### config.mk
export PLATFORM = sky130hd
export DESIGN_NAME = sac_top
export DESIGN_NICKNAME = d
export VERILOG_FILES = /design/src/verilog/sac_pkg.sv /design/src/verilog/sac_top.sv /design/src/verilog/sac_tick.sv
export SDC_FILE = /design/constraint.sdc
export NUM_CORES = 1
export LEC_CHECK = 0
export ABC_AREA = 1
export BUFFER_PORTS_ARGS = -buffer_cell sky130_fd_sc_hd__buf_2
export CAP_MARGIN = 20
export CORE_MARGIN = 2
export CORE_UTILIZATION = 54
export DETAILED_ROUTE_END_ITERATION = 10
export PLACE_DENSITY = 0.78
export REMOVE_ABC_BUFFERS = 1
export SLEW_MARGIN = 15
export SYNTH_ARGS = -nofsm -noshare
export SYNTH_HDL_FRONTEND = slang
export SYNTH_HIERARCHICAL = 1
export SYNTH_SLANG_ARGS = --single-unit
### constraint.sdc
create_clock -name pclk -period 2.1 [get_ports pclk]
set_clock_uncertainty 0.1 [all_clocks]
set_input_delay 0.42 -clock pclk [delete_from_list [all_inputs] [get_ports pclk]]
set_output_delay 0.42 -clock pclk [all_outputs]
set_load 0.02 [all_outputs]
### src/verilog/sac_pkg.sv
// package with register map, field layout and timing counts of the converter control
package sac_pkg;
    // ****************************************
    // register indices and byte addresses
    // ****************************************
    // one 32-bit word per register: the byte address is four times the index
    localparam logic [11:0] SAC_IDX_CONTROL = 12'h008;
    localparam logic [11:0] SAC_IDX_RESULT = 12'h009;
    localparam logic [11:0] SAC_IDX_PINCFG = 12'h088;
    localparam logic [11:0] SAC_OFF_CONTROL = SAC_IDX_CONTROL << 2;
    localparam logic [11:0] SAC_OFF_RESULT = SAC_IDX_RESULT << 2;
    localparam logic [11:0] SAC_OFF_PINCFG = SAC_IDX_PINCFG << 2;
    // own words, already word aligned
    localparam logic [11:0] SAC_OFF_IRQ_STATUS = 12'h100;
    localparam logic [11:0] SAC_OFF_IRQ_MASK = 12'h104;
    localparam logic [11:0] SAC_OFF_SYS = 12'h108;
    // ****************************************
    // control register fields
    // ****************************************
    localparam int SAC_BIT_POWER = 0;
    localparam int SAC_BIT_DONE_FLAG = 1;
    localparam int SAC_BIT_GO = 2;
    localparam int SAC_CHAN_LO = 3;
    localparam int SAC_CLK_LO = 6;
    localparam logic [7:0] SAC_CONTROL_RESET = 8'h00;
    localparam logic [7:0] SAC_RESULT_RESET = 8'h00;
    localparam logic [7:0] SAC_PINCFG_RESET = 8'h00;
    // control bits that software may write; bit 5 and the done flag handled apart
    localparam logic [7:0] SAC_CONTROL_WMASK = 8'hdd;
    // ****************************************
    // clock select codes
    // ****************************************
    localparam logic [1:0] SAC_CLK_DIV2 = 2'h0;
    localparam logic [1:0] SAC_CLK_DIV8 = 2'h1;
    localparam logic [1:0] SAC_CLK_DIV32 = 2'h2;
    localparam logic [1:0] SAC_CLK_RC = 2'h3;
    // ****************************************
    // timing
    // ****************************************
    localparam int SAC_RESULT_BITS = 8;
    localparam int SAC_CHANNELS = 4;
    localparam int SAC_INSTR_CLKS = 4;     // one instruction cycle in clocks
    localparam int SAC_RC_DIV = 16;        // rc oscillator period in clocks
    localparam int SAC_FINISH_PERIODS = 2; // extra bit periods after last bit
    // ****************************************
    // interrupt bits
    // ****************************************
    localparam int SAC_IRQ_DONE = 0;
    localparam int SAC_IRQ_ABORT = 1;
    localparam int SAC_IRQ_W = 2;
    // ****************************************
    // carrier for the sar step
    // ****************************************
    typedef struct packed {
        logic [7:0] trial;
        logic [7:0] bitsel;
    } sac_sar_t;
    typedef enum logic [1:0] {
        SAC_IDLE,
        SAC_DELAY,
        SAC_CONVERT,
        SAC_FINISH
    } sac_state_t;
endpackage

### src/verilog/sac_top.sv
// control logic of the 8-bit successive-approximation converter with apb registers
// Function
// - four inputs muxed into sample-and-hold
// - 8-bit result by successive approximation
// - reference is supply or channel-3 pin
// - convert in sleep only on rc clock
// - result, control, pin config registers
// - pin config sets analog, digital, reference
// - channel select bits 4:3 pick input
// - done flag set by hardware, software clears
// - flag sets regardless of interrupt enables
// - start delayed one instruction cycle
// - completion clears go, sets done flag
// - rc conversion finishes during sleep
// - sleep aborts non-rc conversion, done flag not set, abort status set
// - power on acquires; off does nothing
// - first code step at vref over 256
//
// Design decision made here: the APB interface to the registers.
`timescale 1ns/10ps
`default_nettype none
module sac_top
    import sac_pkg::*;
#(
    parameter int RES_W = SAC_RESULT_BITS
)
(
    input wire logic pclk,
    input wire logic presetn,
    input wire logic psel,
    input wire logic penable,
    input wire logic pwrite,
    input wire logic [11:0] paddr,
    input wire logic [31:0] pwdata,
    output logic [31:0] prdata,
    output logic pready,
    output logic pslverr,
    input wire logic sleep_req,
    input wire logic cmp_high,
    output logic [1:0] mux_channel,
    output logic ref_is_pin,
    output logic [3:0] pin_analog,
    output logic sample_hold,
    output logic [7:0] dac_code,
    output logic analog_power,
    output logic irq
);
    // ****************************************
    // registers and state
    // ****************************************
    logic [7:0] control_r;      // converter_control
    logic [7:0] result_r;       // conversion_result
    logic [7:0] pincfg_r;       // analog_pin_config
    logic [SAC_IRQ_W-1:0] ist_r; // sticky event status
    logic [SAC_IRQ_W-1:0] imask_r; // interrupt mask
    logic sleep_r;              // registered sleep state
    sac_state_t state_r;        // conversion sequencer
    sac_sar_t sar_r;            // trial code and current bit
    logic [1:0] dly_r;          // instruction-cycle delay count
    logic [1:0] fin_r;          // finish period count
    logic tick;                 // one bit period elapsed
    logic done_ev;              // conversion completes this cycle
    logic abort_ev;             // conversion aborted this cycle

    // ****************************************
    // bus decode
    // ****************************************
    logic wr_acc;
    logic rd_sel;
    logic known;
    assign wr_acc = psel && penable && pwrite;
    assign rd_sel = psel && !penable;

    // address is one of the implemented words
    function automatic logic addr_known(input logic [11:0] a);
        return (a == SAC_OFF_CONTROL) || (a == SAC_OFF_RESULT) || (a == SAC_OFF_PINCFG) ||
               (a == SAC_OFF_IRQ_STATUS) || (a == SAC_OFF_IRQ_MASK) ||
               (a == SAC_OFF_SYS);
    endfunction
    assign known = addr_known(paddr);

    // write strobe for one address
    function automatic logic wr_hit(input logic acc, input logic [11:0] a,
                                    input logic [11:0] off);
        return acc && (a == off);
    endfunction

    logic go_bit;
    logic power_bit;
    logic rc_clk;
    assign go_bit = control_r[SAC_BIT_GO];
    assign power_bit = control_r[SAC_BIT_POWER];
    assign rc_clk = control_r[SAC_CLK_LO+1 -: 2] == SAC_CLK_RC;

    // ****************************************
    // bit period generator
    // ****************************************
    sac_tick u_tick (
        .pclk(pclk),
        .presetn(presetn),
        .run(state_r == SAC_CONVERT || state_r == SAC_FINISH),
        .clk_sel(control_r[SAC_CLK_LO+1 -: 2]),
        .tick(tick)
    );

    // ****************************************
    // sleep tracking
    // ****************************************
    // sleep is a level from the core, taken as synchronous
    always_ff @(posedge pclk or negedge presetn)
    begin
        if (!presetn)
            sleep_r <= 1'b0;
        else
            sleep_r <= sleep_req;
    end

    // ****************************************
    // conversion sequencer
    // ****************************************
    // abort only when asleep with a non-rc clock while busy
    assign abort_ev = sleep_r && !rc_clk && (state_r != SAC_IDLE);
    assign done_ev = (state_r == SAC_FINISH) && tick && (fin_r == 2'(SAC_FINISH_PERIODS - 1))
                     && !abort_ev;

    always_ff @(posedge pclk or negedge presetn)
    begin
        if (!presetn)
        begin
            state_r <= SAC_IDLE;
            sar_r <= '0;
            dly_r <= 2'h0;
            fin_r <= 2'h0;
        end
        else if (!power_bit || abort_ev)
        begin
            state_r <= SAC_IDLE;
            sar_r <= '0;
        end
        else
        begin
            case (state_r)
                SAC_IDLE:
                begin
                    // go seen: wait one instruction cycle before sampling stops
                    if (go_bit)
                    begin
                        state_r <= SAC_DELAY;
                        dly_r <= 2'h0;
                    end
                end
                SAC_DELAY:
                begin
                    dly_r <= dly_r + 2'h1;
                    if (dly_r == 2'(SAC_INSTR_CLKS - 1))
                    begin
                        state_r <= SAC_CONVERT;
                        sar_r.trial <= 8'h80;
                        sar_r.bitsel <= 8'h80;
                    end
                end
                SAC_CONVERT:
                begin
                    // one bit decided per bit period, msb first
                    if (tick)
                    begin
                        if (!cmp_high)
                            sar_r.trial <= sar_r.trial & ~sar_r.bitsel;
                        if (sar_r.bitsel == 8'h01)
                        begin
                            state_r <= SAC_FINISH;
                            fin_r <= 2'h0;
                        end
                        else
                        begin
                            sar_r.bitsel <= sar_r.bitsel >> 1;
                            sar_r.trial <= (sar_r.trial & ~(cmp_high ? 8'h00 : sar_r.bitsel))
                                           | (sar_r.bitsel >> 1);
                        end
                    end
                end
                SAC_FINISH:
                begin
                    if (tick)
                    begin
                        fin_r <= fin_r + 2'h1;
                        if (done_ev)
                            state_r <= SAC_IDLE;
                    end
                end
                default: state_r <= SAC_IDLE;
            endcase
        end
    end

    // ****************************************
    // control register
    // ****************************************
    // done flag: set wins over a software clear; go cleared by completion or abort
    always_ff @(posedge pclk or negedge presetn)
    begin
        if (!presetn)
            control_r <= SAC_CONTROL_RESET;
        else
        begin
            if (wr_hit(wr_acc, paddr, SAC_OFF_CONTROL))
            begin
                control_r <= pwdata[7:0] & SAC_CONTROL_WMASK;
                control_r[SAC_BIT_DONE_FLAG] <= pwdata[SAC_BIT_DONE_FLAG];
            end
            if (done_ev)
            begin
                control_r[SAC_BIT_GO] <= 1'b0;
                control_r[SAC_BIT_DONE_FLAG] <= 1'b1;
            end
            else if (abort_ev)
                control_r[SAC_BIT_GO] <= 1'b0;
        end
    end

    // ****************************************
    // result and pin config
    // ****************************************
    // result captured on the completion edge, same edge as the flag
    always_ff @(posedge pclk or negedge presetn)
    begin
        if (!presetn)
            result_r <= SAC_RESULT_RESET;
        else if (done_ev)
            result_r <= sar_r.trial;
        else if (wr_hit(wr_acc, paddr, SAC_OFF_RESULT))
            result_r <= pwdata[7:0];
    end

    always_ff @(posedge pclk or negedge presetn)
    begin
        if (!presetn)
            pincfg_r <= SAC_PINCFG_RESET;
        else if (wr_hit(wr_acc, paddr, SAC_OFF_PINCFG))
            pincfg_r <= pwdata[7:0];
    end

    // ****************************************
    // interrupts
    // ****************************************
    // events set sticky bits; write one to clear, set wins
    always_ff @(posedge pclk or negedge presetn)
    begin
        if (!presetn)
            ist_r <= '0;
        else
        begin
            for (int i = 0; i < SAC_IRQ_W; i++)
            begin
                if ((i == SAC_IRQ_DONE && done_ev) || (i == SAC_IRQ_ABORT && abort_ev))
                    ist_r[i] <= 1'b1;
                else if (wr_hit(wr_acc, paddr, SAC_OFF_IRQ_STATUS) && pwdata[i])
                    ist_r[i] <= 1'b0;
            end
        end
    end

    always_ff @(posedge pclk or negedge presetn)
    begin
        if (!presetn)
            imask_r <= '0;
        else if (wr_hit(wr_acc, paddr, SAC_OFF_IRQ_MASK))
            imask_r <= pwdata[SAC_IRQ_W-1:0];
    end

    // ****************************************
    // outputs
    // ****************************************
    // analog side driven from flops so glitches never reach the comparator
    always_ff @(posedge pclk or negedge presetn)
    begin
        if (!presetn)
        begin
            irq <= 1'b0;
            mux_channel <= 2'h0;
            ref_is_pin <= 1'b0;
            pin_analog <= 4'h0;
            sample_hold <= 1'b0;
            dac_code <= 8'h00;
            analog_power <= 1'b0;
        end
        else
        begin
            irq <= |(ist_r & imask_r);
            mux_channel <= control_r[SAC_CHAN_LO+1 -: 2];
            ref_is_pin <= pincfg_r[SAC_BIT_POWER];
            pin_analog <= pincfg_r[7:4];
            // acquire while powered and not converting
            sample_hold <= power_bit && (state_r == SAC_IDLE || state_r == SAC_DELAY);
            // dac trial relative to vref/256 steps
            dac_code <= sar_r.trial;
            analog_power <= power_bit;
        end
    end

    // ****************************************
    // apb read and answer
    // ****************************************
    // zero-wait slave: answer in the access phase, error on unmapped
    always_ff @(posedge pclk or negedge presetn)
    begin
        if (!presetn)
        begin
            prdata <= 32'h00000000;
            pready <= 1'b0;
            pslverr <= 1'b0;
        end
        else
        begin
            pready <= rd_sel;
            pslverr <= rd_sel && !known;
            prdata <= 32'h00000000;
            if (rd_sel)
            begin
                case (paddr)
                    SAC_OFF_CONTROL: prdata <= {24'h000000, control_r};
                    SAC_OFF_RESULT: prdata <= {24'h000000, result_r};
                    SAC_OFF_PINCFG: prdata <= {24'h000000, pincfg_r};
                    SAC_OFF_IRQ_STATUS: prdata <= {30'h0, ist_r};
                    SAC_OFF_IRQ_MASK: prdata <= {30'h0, imask_r};
                    SAC_OFF_SYS: prdata <= {30'h0, state_r};
                    default: prdata <= 32'h00000000;
                endcase
            end
        end
    end

    // ****************************************
    // checks
    // ****************************************
    done_go_a: assert property (@(posedge pclk) disable iff (!presetn)
        done_ev |=> !control_r[SAC_BIT_GO] && control_r[SAC_BIT_DONE_FLAG])
        else $error("completion did not clear go or set flag");
    result_cap_a: assert property (@(posedge pclk) disable iff (!presetn)
        done_ev |=> result_r == $past(sar_r.trial))
        else $error("result not captured at completion");
    abort_clr_a: assert property (@(posedge pclk) disable iff (!presetn)
        abort_ev && !done_ev |=> !control_r[SAC_BIT_GO] && state_r == SAC_IDLE)
        else $error("abort left converter busy");
    start_dly_a: assert property (@(posedge pclk) disable iff (!presetn)
        state_r == SAC_IDLE && go_bit && power_bit && !abort_ev |=> state_r == SAC_DELAY
        ##0 (state_r == SAC_DELAY)[*4])
        else $error("start not delayed one instruction cycle");
    power_off_a: assert property (@(posedge pclk) disable iff (!presetn)
        !power_bit |=> state_r == SAC_IDLE && !sample_hold)
        else $error("converter active while powered off");
    flag_sticky_a: assert property (@(posedge pclk) disable iff (!presetn)
        control_r[SAC_BIT_DONE_FLAG] && !wr_hit(wr_acc, paddr, SAC_OFF_CONTROL)
        |=> control_r[SAC_BIT_DONE_FLAG])
        else $error("done flag cleared by hardware");
    bit5_zero_a: assert property (@(posedge pclk) disable iff (!presetn) !control_r[5])
        else $error("unused control bit set");
    chan_out_a: assert property (@(posedge pclk) disable iff (!presetn)
        1'b1 |=> mux_channel == $past(control_r[4:3]))
        else $error("channel output mismatch");
    rc_sleep_a: assert property (@(posedge pclk) disable iff (!presetn)
        sleep_r && rc_clk && state_r == SAC_CONVERT && power_bit |=> state_r != SAC_IDLE)
        else $error("rc conversion stopped in sleep");
    done_c: cover property (@(posedge pclk) disable iff (!presetn) done_ev);
    abort_c: cover property (@(posedge pclk) disable iff (!presetn) abort_ev);
    irq_c: cover property (@(posedge pclk) disable iff (!presetn) irq);
endmodule
`default_nettype wire

### src/verilog/sac_tick.sv
// bit period tick generator for the converter clock selection
`timescale 1ns/10ps
`default_nettype none
module sac_tick
    import sac_pkg::*;
(
    input wire logic pclk,
    input wire logic presetn,
    input wire logic run,
    input wire logic [1:0] clk_sel,
    output logic tick
);
    // divider counter
    logic [5:0] cnt_r;
    logic [5:0] lim;

    // limit per clock select code
    always_comb
    begin
        case (clk_sel)
            SAC_CLK_DIV2: lim = 6'd1;
            SAC_CLK_DIV8: lim = 6'd7;
            SAC_CLK_DIV32: lim = 6'd31;
            default: lim = 6'(SAC_RC_DIV - 1);
        endcase
    end

    // count while running, restart when idle
    always_ff @(posedge pclk or negedge presetn)
    begin
        if (!presetn)
        begin
            cnt_r <= 6'h00;
            tick <= 1'b0;
        end
        else if (!run)
        begin
            cnt_r <= 6'h00;
            tick <= 1'b0;
        end
        else if (cnt_r >= lim)
        begin
            cnt_r <= 6'h00;
            tick <= 1'b1;
        end
        else
        begin
            cnt_r <= cnt_r + 6'h01;
            tick <= 1'b0;
        end
    end
endmodule
`default_nettype wire

==> results_dict.tcl, run 1 <==
set metrics [dict create \
    end_kind "register" \
    synth_edf_count 0 \
    hold_viol 0 \
    yosysWarningCount 6 \
    r2r-end "result_r[7]$_DFFE_PN0P_" \
    synth_area_um2 4270 \
    placed_area_um2 4630 \
    syn2layout_area_growth_pct 13.9 \
    worstPathRequired_ns 2.23 \
    die_w_um 92.9 \
    die_y_um 92.9 \
    ir_drop_uv 340 \
    dp_slack_ns 0.162 \
    clk_pin_slew_ns 0.09 \
    final_nets 646 \
    drt_iter0_markers 210 \
    die_area_um2 8630 \
    syn_avg_cell_area_um2 8.30 \
    grt_pass1_vias 3162 \
    wirelength_um 8660 \
    htree_levels 3 \
    synth_cells 514 \
    min_period_ns 1.90 \
    cts_buffer_depth 2 \
    path_max_fanout 20 \
    grt.met2_usage_pct 35.3 \
    synth_area_leader_cell "dfrtp_1" \
    synth_common_cells "129 x nand2_1, 85 x dfrtp_1, 62 x nor2_1" \
    endpoint "result_r[7]$_DFFE_PN0P_" \
    clock_latency_ns 0.37 \
    gp_congestion 0.876 \
    power_density_nw_per_um2 608 \
    reg2regPathDepth 7 \
    fmax_ghz 0.527 \
    dp_hpwl_um 6420 \
    rows 32 \
    drc_errors 0 \
    clock_sinks 85 \
    r2r_slack_ns 0.20 \
    ys_seq_elements 85 \
    finalSetupViolCount 0 \
    arrival_ns 2.03 \
    rsz0062_at_grt "false" \
    grt_most_used_layer "met2" \
    setup-tns-final_ns 0 \
    grt_pass1_wl_um 14400 \
    fin_cells 691 \
    maxCapViolCount 0 \
    synth_cell_types 36 \
    ys_async_sr_fraction_pct 100 \
    vias 3439 \
    synth_area_leaders "dfrtp_1 50%, nand2_1 11%, nor2_1 5.5%" \
    leakagePower_uw 0.00251 \
    cts_buffers 9 \
    synth_top_area_share_pct 49.9 \
    io_buffer_count 54 \
    path_class "register to register" \
    yosysMostFrequentCell "nand2_1" \
    root_buffer "clkbuf_8" \
    tritoncts "built" \
    synth_seq_area_share_pct 49.9 \
    fin_ws_ns 0.204 \
    num_antenna_cells 0 \
    antenna_found_initial 0 \
    core_um2 7690 \
    ant_nets 0 \
    grt_use_met3_pct 3.91 \
    startpoint_type "register" \
    drive_gt1_share_pct 19.2 \
    ys.flop_type "dfrtp_1" \
    final-max-slew-violation-count 0 \
    place_inst 673 \
    dr.pass1.iters 4 \
    wire_per_inst_um 12.5 \
    timing.rr.start "state_r[1]$_DFFE_PN0P_" \
    io_pins 103 \
    viasPerCell 4.98 \
    startpoint "state_r[1]$_DFFE_PN0P_" \
    overflow 0 \
    hold_path_class "input pin to register" \
    timing.final.crit_share_pct 90.3 \
    gr-usage-all-layers_pct 21.2 \
    use_met1_pct 27.1 \
    post-route-cell-area_um2 4860 \
    start_util_pct 55.5 \
    status "finished clean" \
    grt_start_max_net_pins 40 \
    p_total_uw 2950 \
]
[cells in the final DEF, fill, tap and decap left out, types with 2 or more instances in the layout]
master and n:
buf_2 53, buf_12 2, nor2_4 4, inv_2 5, nand4_1 8, inv_1 59, o21ai_1 18, conb_1 24
nand2_1 129, clkbuf_8 9, clkinvlp_4 3, buf_4 8, nand3_2 4, nor2_2 4, or2_2 3, dfrtp_1 85
a21oi_1 21, nand2_2 3, nand3_1 17, inv_8 3, nor3_1 3, o21ai_2 3, nor2_1 62, nand3_4 2
o21ai_0 29, xor2_1 2, ha_1 11
[worst max-delay path, stage by stage (launching register included)]
cell     delay (ns)
dfrtp_1        0.40
inv_1          0.09
ha_1           0.19
inv_2          0.08
nand3_4        0.15
nand4_4        0.30
o21ai_2        0.33
a21oi_1        0.13
[metrics by stage]
step,hold slack (ns),util (%)
2_1_floorplan,0.0244,-
3_5_place_dp,0.269,60.2
5_1_grt,0.0319,63.2
6_report,0.0567,63.2
3_3_place_gp,0.255,60.2
4_1_cts,0.0372,62.9
[final cells by class]
type / instances / area (um2)
clock buffers: 9 / 124
clock inverters: 7 / 73.8
fillers: 683 / 2830
inverters: 66 / 251
multi-input cells: 358 / 1780
flip-flops and latches: 85 / 2130
well taps: 102 / 128
repair buffers: 64 / 375
[flip-flops by register name, indices dropped and copies added (netlist names), 4 cells and up]
name and flops:
result_r 8, prdata 8, dac_code 8, u_tick/cnt_r 6, sar_r 16, pin_analog 4, control_r 7, pincfg_r 8
[how the worst min path moves through the flow]
| stage | start | end | slack (ns) | cells after the start |
|---|---|---|---|---|
| 6_report | sleep_req | sleep_r$_DFF_PN0_ | 0.06 | 1 |
| 5_1_grt | sleep_req | sleep_r$_DFF_PN0_ | 0.03 | 1 |
| 4_1_cts | sleep_req | sleep_r$_DFF_PN0_ | 0.04 | 1 |
| 3_5_place_dp | presetn | sleep_r$_DFF_PN0_ | 0.27 | 1 |
| 3_3_place_gp | presetn | u_tick/cnt_r[4]$_DFF_PN0_ | 0.26 | 1 |
| 2_1_floorplan | presetn | analog_power$_DFF_PN0_ | 0.02 | 0 |
[power by group]
group	switching, uW	internal (uW)
Clock	676	468
Sequential	2.45	1640
Combinational	126	41.6
[what timing repair did]
action                                  4_1_cts  5_1_grt
hold buffers                                  1        0
endpoints found under the setup margin        0        6
endpoints found under the hold margin        27        0
resized for setup                             0        3
buffers inserted                              0        0
[cells by family after synthesis]
| family | after synthesis | synth area share [%] |
|---|---|---|
| other | 1 | 0.0879 |
| xor gates and xnor gates | 3 | 0.616 |
| adders and majority gates | 11 | 3.23 |
| DFF | 85 | 49.9 |
| and+or+nand+nor | 243 | 25.5 |
| AOI/OAI and AO/OA | 76 | 9.80 |
| buffers and inverters | 95 | 10.9 |
[per-layer routing]
layer	part of all wire, %	routed length (um)
met5	0	0
met4	2.0	177
met3	5.3	463
met2	49	4250
met1	44	3770
(Power assumes the default switching activity.)
==> run 2: changes to the inputs <==
--- a/config.mk
+++ b/config.mk
@@ -8,12 +8,13 @@
 export ABC_AREA = 1
 export BUFFER_PORTS_ARGS = -buffer_cell sky130_fd_sc_hd__buf_2
 export CAP_MARGIN = 20
+export CELL_PAD_IN_SITES_DETAIL_PLACEMENT = 0
+export CELL_PAD_IN_SITES_GLOBAL_PLACEMENT = 1
 export CORE_MARGIN = 2
-export CORE_UTILIZATION = 54
+export CORE_UTILIZATION = 39
 export DETAILED_ROUTE_END_ITERATION = 10
-export PLACE_DENSITY = 0.78
+export PLACE_DENSITY = 0.77
 export REMOVE_ABC_BUFFERS = 1
-export SLEW_MARGIN = 15
 export SYNTH_ARGS = -nofsm -noshare
 export SYNTH_HDL_FRONTEND = slang
 export SYNTH_HIERARCHICAL = 1
==> results_dict.tcl, run 2 (synthesized netlist as in run 1, its figures left out) <==
set metrics [dict create \
    cts_buffer_depth 2 \
    timing.rr.start "state_r[0]$_DFFE_PN0P_" \
    io_buffer_count 54 \
    status "finished clean" \
    regMostFlops "sar_r" \
    htree_levels 3 \
    root_buffer "clkbuf_8" \
    clock_latency_ns 0.36 \
    final_nets 647 \
    power_density_nw_per_um2 587 \
    grt_start_max_net_pins 37 \
    maxCapViolCount 0 \
    wirelength_um 8890 \
    finalSetupViolCount 0 \
    max_stage_delay_ns 0.35 \
    min_period_ns 1.92 \
    vias 3367 \
    fmax_ghz 0.522 \
    endpoint "state_r[1]$_DFFE_PN0P_" \
    gp_congestion 0.884 \
    drt_iter0_markers 197 \
    multiInputGateArea_um2 1770 \
    dp_hpwl_um 6610 \
    gr-usage-all-layers_pct 16.1 \
    final-max-slew-violation-count 0 \
    hold_viol 0 \
    largest_reg_flops 16 \
    dr.pass1.iters 4 \
    start_util_pct 39.7 \
    startpoint "state_r[0]$_DFFE_PN0P_" \
    crit_top_cell "nand2_1" \
    final_common_cell "nand2_1" \
    viasPerCell 4.61 \
    r2r_slack_ns 0.18 \
    drive_gt1_share_pct 18.8 \
    p_total_uw 2860 \
    timing.final.crit_share_pct 91.3 \
    path_class "register to register" \
    startpoint_type "register" \
    regArea_um2 2130 \
    io_pins 103 \
    worstPathRequired_ns 2.26 \
    layout_common_cells "129 x nand2_1, 85 x dfrtp_1, 62 x nor2_1" \
    rsz0062_at_grt "true" \
    ant_nets 0 \
    holdWs_ns 0.0603 \
    die_area_um2 11800 \
    clk_pin_slew_ns 0.08 \
    path_max_fanout 7 \
    core_um2 10700 \
    setup-tns-final_ns 0 \
    end_kind "register" \
    num_antenna_cells 0 \
    fin_cells 730 \
    ir_drop_uv 256 \
    reg2regPathDepth 10 \
    cp_cell_sequence "inv_1, ha_1, inv_2, nand3_2, nand3_1, o21ai_0, nor2_1, nand2_1, nand2_1, nand2_1" \
    cts_buffers 9 \
    syn2layout_area_growth_pct 14.5 \
    cp_slowest_cell "dfrtp_1" \
    fillers 1097 \
    place_inst 710 \
    grt_pass1_vias 3129 \
    hold_path_class "input pin to register" \
    drc_errors 0 \
    arrival_ns 2.07 \
    r2r-end "state_r[1]$_DFFE_PN0P_" \
    rows 38 \
    grt_pass1_wl_um 14700 \
    antenna_found_initial 0 \
    die_y_um 109 \
    tritoncts "built" \
    clock_sinks 85 \
    die_w_um 109 \
    overflow 0 \
    leakagePower_uw 0.00251 \
    wire_per_inst_um 12.2 \
]
[run 2: cell type report]
| type | instances | share of cell area [%] |
|---|---|---|
| tap | 140 | 3.59 |
| inverter | 66 | 5.15 |
| timing repair buffer | 65 | 7.84 |
| clock inverter | 4 | 0.666 |
| multi-input combinational | 358 | 36.2 |
| sequential | 85 | 43.6 |
| clock buffer | 12 | 2.97 |
[run 2: what timing repair did]
item                                    CTS  global route
gates resized for setup                   0             1
hold buffers                              1             0
hold endpoints to repair                 33             0
buffers inserted                          0             2
endpoints found under the setup margin    0             4
[run 2: critical path, delay by kind of cell, from the launching register on]
kind	cells	cell delay (ns)
flops	1	0.35
fa+ha+maj	1	0.22
compound gates	1	0.12
buf+inv	2	0.15
simple gates	6	0.89
[run 2: layer usage]
layer	track usage [%]	routed length, um
met5	0	0
met4	6.87	157
met3	2.89	292
met2	27.5	4350
met1	20.0	4090
[run 2: power by group]
part | internal [uW] | switching [uW]
combinational | 41.5 | 126
sequential | 1640 | 2.23
clock | 469 | 586
total | 2150 | 714
[run 2: worst min path at each step]
stage | startpoint | to | slack, ns | cells after the start
after floorplan | presetn | analog_power$_DFF_PN0_ | 0.02 | 0
after global placement | presetn | u_tick/cnt_r[2]$_DFF_PN0_ | 0.29 | 1
after detailed placement | pincfg_r[4]$_DFFE_PN0P_ | pin_analog[0]$_DFF_PN0_ | 0.29 | 0
after CTS | sleep_req | sleep_r$_DFF_PN0_ | 0.05 | 1
after global routing | sleep_req | sleep_r$_DFF_PN0_ | 0.04 | 1
final | sleep_req | sleep_r$_DFF_PN0_ | 0.06 | 1
[run 2: metrics by stage]
step | worst slack (ns) | utilization, % | instance area (um2)
after CTS | 0.131 | 45.2 | 4850
after detailed placement | 0.142 | 43.4 | 4670
after global placement | 0.216 | 43.4 | 4670
final | 0.184 | 45.4 | 4880
after global routing | -0.00693 | 45.4 | 4880
after floorplan | 0.366 | - | 4130
==> run 3: changes to the inputs <==
--- a/config.mk
+++ b/config.mk
@@ -12,9 +12,11 @@
 export CELL_PAD_IN_SITES_GLOBAL_PLACEMENT = 1
 export CORE_MARGIN = 2
 export CORE_UTILIZATION = 39
+export CTS_CLUSTER_DIAMETER = 120
 export DETAILED_ROUTE_END_ITERATION = 10
 export PLACE_DENSITY = 0.77
 export REMOVE_ABC_BUFFERS = 1
+export SETUP_SLACK_MARGIN = 0.5
 export SYNTH_ARGS = -nofsm -noshare
 export SYNTH_HDL_FRONTEND = slang
 export SYNTH_HIERARCHICAL = 1
==> results_dict.tcl, run 3 (synthesized netlist as in run 1, its figures left out) <==
set metrics [dict create \
    layout_common_cells "122 x nand2_1, 83 x dfrtp_1, 55 x inv_1" \
    grt_pass1_wl_um 15900 \
    clock_latency_ns 0.37 \
    grt_start_max_net_pins 37 \
    wirelength_um 9950 \
    final_common_cell "nand2_1" \
    regMostFlops "sar_r" \
    worstHoldStart "sleep_req" \
    overflow 0 \
    die_w_um 109 \
    drive_gt1_share_pct 29.0 \
    path_max_fanout 14 \
    antenna_found_initial 0 \
    syn2layout_area_growth_pct 26.1 \
    min_period_ns 1.70 \
    viasPerCell 4.71 \
    grt_use_met3_pct 2.77 \
    timing.final.crit_share_pct 80.8 \
    drt_iter0_markers 192 \
    gp_congestion 0.884 \
    power_density_nw_per_um2 536 \
    clk_pin_slew_ns 0.09 \
    fmax_ghz 0.589 \
    worstPathRequired_ns 2.25 \
    use_met1_pct 21.1 \
    rsz0062_at_grt "true" \
    dr.pass1.iters 4 \
    reg2regPathDepth 11 \
    die_y_um 109 \
    core_um2 10700 \
    grt_pass1_vias 3308 \
    drc_errors 0 \
    largest_reg_flops 16 \
    root_buffer "clkbuf_8" \
    cts_buffers 9 \
    grt_most_used_layer "met2" \
    io_pins 103 \
    arrival_ns 1.85 \
    die_area_um2 11800 \
    slew_headroom_pct 65.9 \
    timing.rr.start "state_r[1]$_DFFE_PN0P_" \
    maxCapViolCount 0 \
    ir_drop_uv 255 \
    htree_levels 3 \
    ant_nets 0 \
    r2r-end "sar_r[14]$_DFFE_PN0P_" \
    setup-tns-final_ns 0 \
    final_nets 670 \
    tightest_slew_ns 0.512 \
    io_buffer_count 54 \
    tritoncts "built" \
    grt.met2_usage_pct 31.3 \
    hold_path_end "sleep_r$_DFF_PN0_" \
    cts_buffer_depth 2 \
    wire_per_inst_um 13.2 \
    final-max-slew-violation-count 0 \
    clock_sinks 85 \
    p_total_uw 2880 \
    hold_viol 0 \
    vias 3544 \
    leakagePower_uw 0.00265 \
    gr-usage-all-layers_pct 17.5 \
    rows 38 \
    end_kind "register" \
    startpoint_type "register" \
    start_util_pct 39.7 \
    hold_path_class "input pin to register" \
    num_antenna_cells 0 \
    dp_hpwl_um 6610 \
    status "finished clean" \
    hold_depth 1 \
    r2r_slack_ns 0.40 \
    finalSetupViolCount 0 \
    path_class "register to register" \
]
[run 3: changes by cell type in the layout (fill, tap and decap cells not counted), moves of 5 or more]
cell / before / now
nand2_2: 3 / 8
o21ai_1: 18 / 23
o21ai_2: 3 / 8
buf_4: 9 / 23
nor2_2: 4 / 11
ha_4: 0 / 6
nand2_1: 129 / 122
ha_1: 11 / 4
nor2_1: 62 / 52
buf_6: 0 / 5
o21ai_0: 29 / 17
[run 3: worst max path at each step]
stage                                       from                       to  cells past startpoint
after floorplan           state_r[0]$_DFFE_PN0P_     sar_r[8]$_DFFE_PN0P_                     11
after global placement    state_r[0]$_DFFE_PN0P_     fin_r[1]$_DFFE_PN0P_                     10
after detailed placement  state_r[1]$_DFFE_PN0P_     fin_r[1]$_DFFE_PN0P_                     10
after CTS                 state_r[1]$_DFFE_PN0P_    sar_r[12]$_DFFE_PN0P_                     11
after global routing      state_r[1]$_DFFE_PN0P_  result_r[4]$_DFFE_PN0P_                      9
final                     state_r[1]$_DFFE_PN0P_    sar_r[14]$_DFFE_PN0P_                     11
[run 3: where the power goes]
part	internal [uW]	switching (uW)	total, uW
registers	1640	2.58	1640
clock network	469	598	1070
logic	43.1	128	172
total	2150	729	2880
[run 3: worst max-delay path, cell delays in order, from the launching register on]
cell,delay [ns]
dfrtp_1,0.39
inv_2,0.07
ha_4,0.17
inv_4,0.06
nand3_4,0.13
nand2_4,0.12
nor2_2,0.05
nand2_2,0.10
nand3_2,0.11
buf_12,0.16
nand2_1,0.05
o21ai_1,0.06
[run 3: layout make-up]
cell class,count,area (um2)
flip-flops and latches,85,2130
multi-input cells,361,2070
repair buffers,85,564
clock buffers,12,145
fillers,1042,5370
inverters,66,256
well taps,140,175
clock inverters,4,32.5
[run 3: what timing repair did]
action                                  4_1_cts  5_1_grt
resized for setup                            45       38
pin swaps                                    19       11
hold buffers                                  1        0
gates cloned                                  3        1
buffers inserted                             18        4
hold endpoints to repair                     33        0
endpoints found under the setup margin       36       40
[run 3: routing by layer]
metal,wire length (um),up-vias
met3,305,16
li1,-,1777
met5,0,-
met4,170,0
met2,5100,60
met1,4370,1691
[run 3: per-stage QoR]
step / util [%] / instance area (um2) / setup slack, ns / hold WS [ns] / std cells
6_report: 50.0 / 5380 / 0.402 / 0.0547 / 753
3_5_place_dp: 43.4 / 4670 / 0.142 / 0.294 / 710
5_1_grt: 50.0 / 5380 / 0.296 / 0.0439 / 753
2_1_floorplan: - / 4130 / 0.366 / 0.0244 / 508
3_3_place_gp: 43.4 / 4670 / 0.216 / 0.289 / 710
4_1_cts: 48.3 / 5190 / 0.413 / 0.0517 / 748
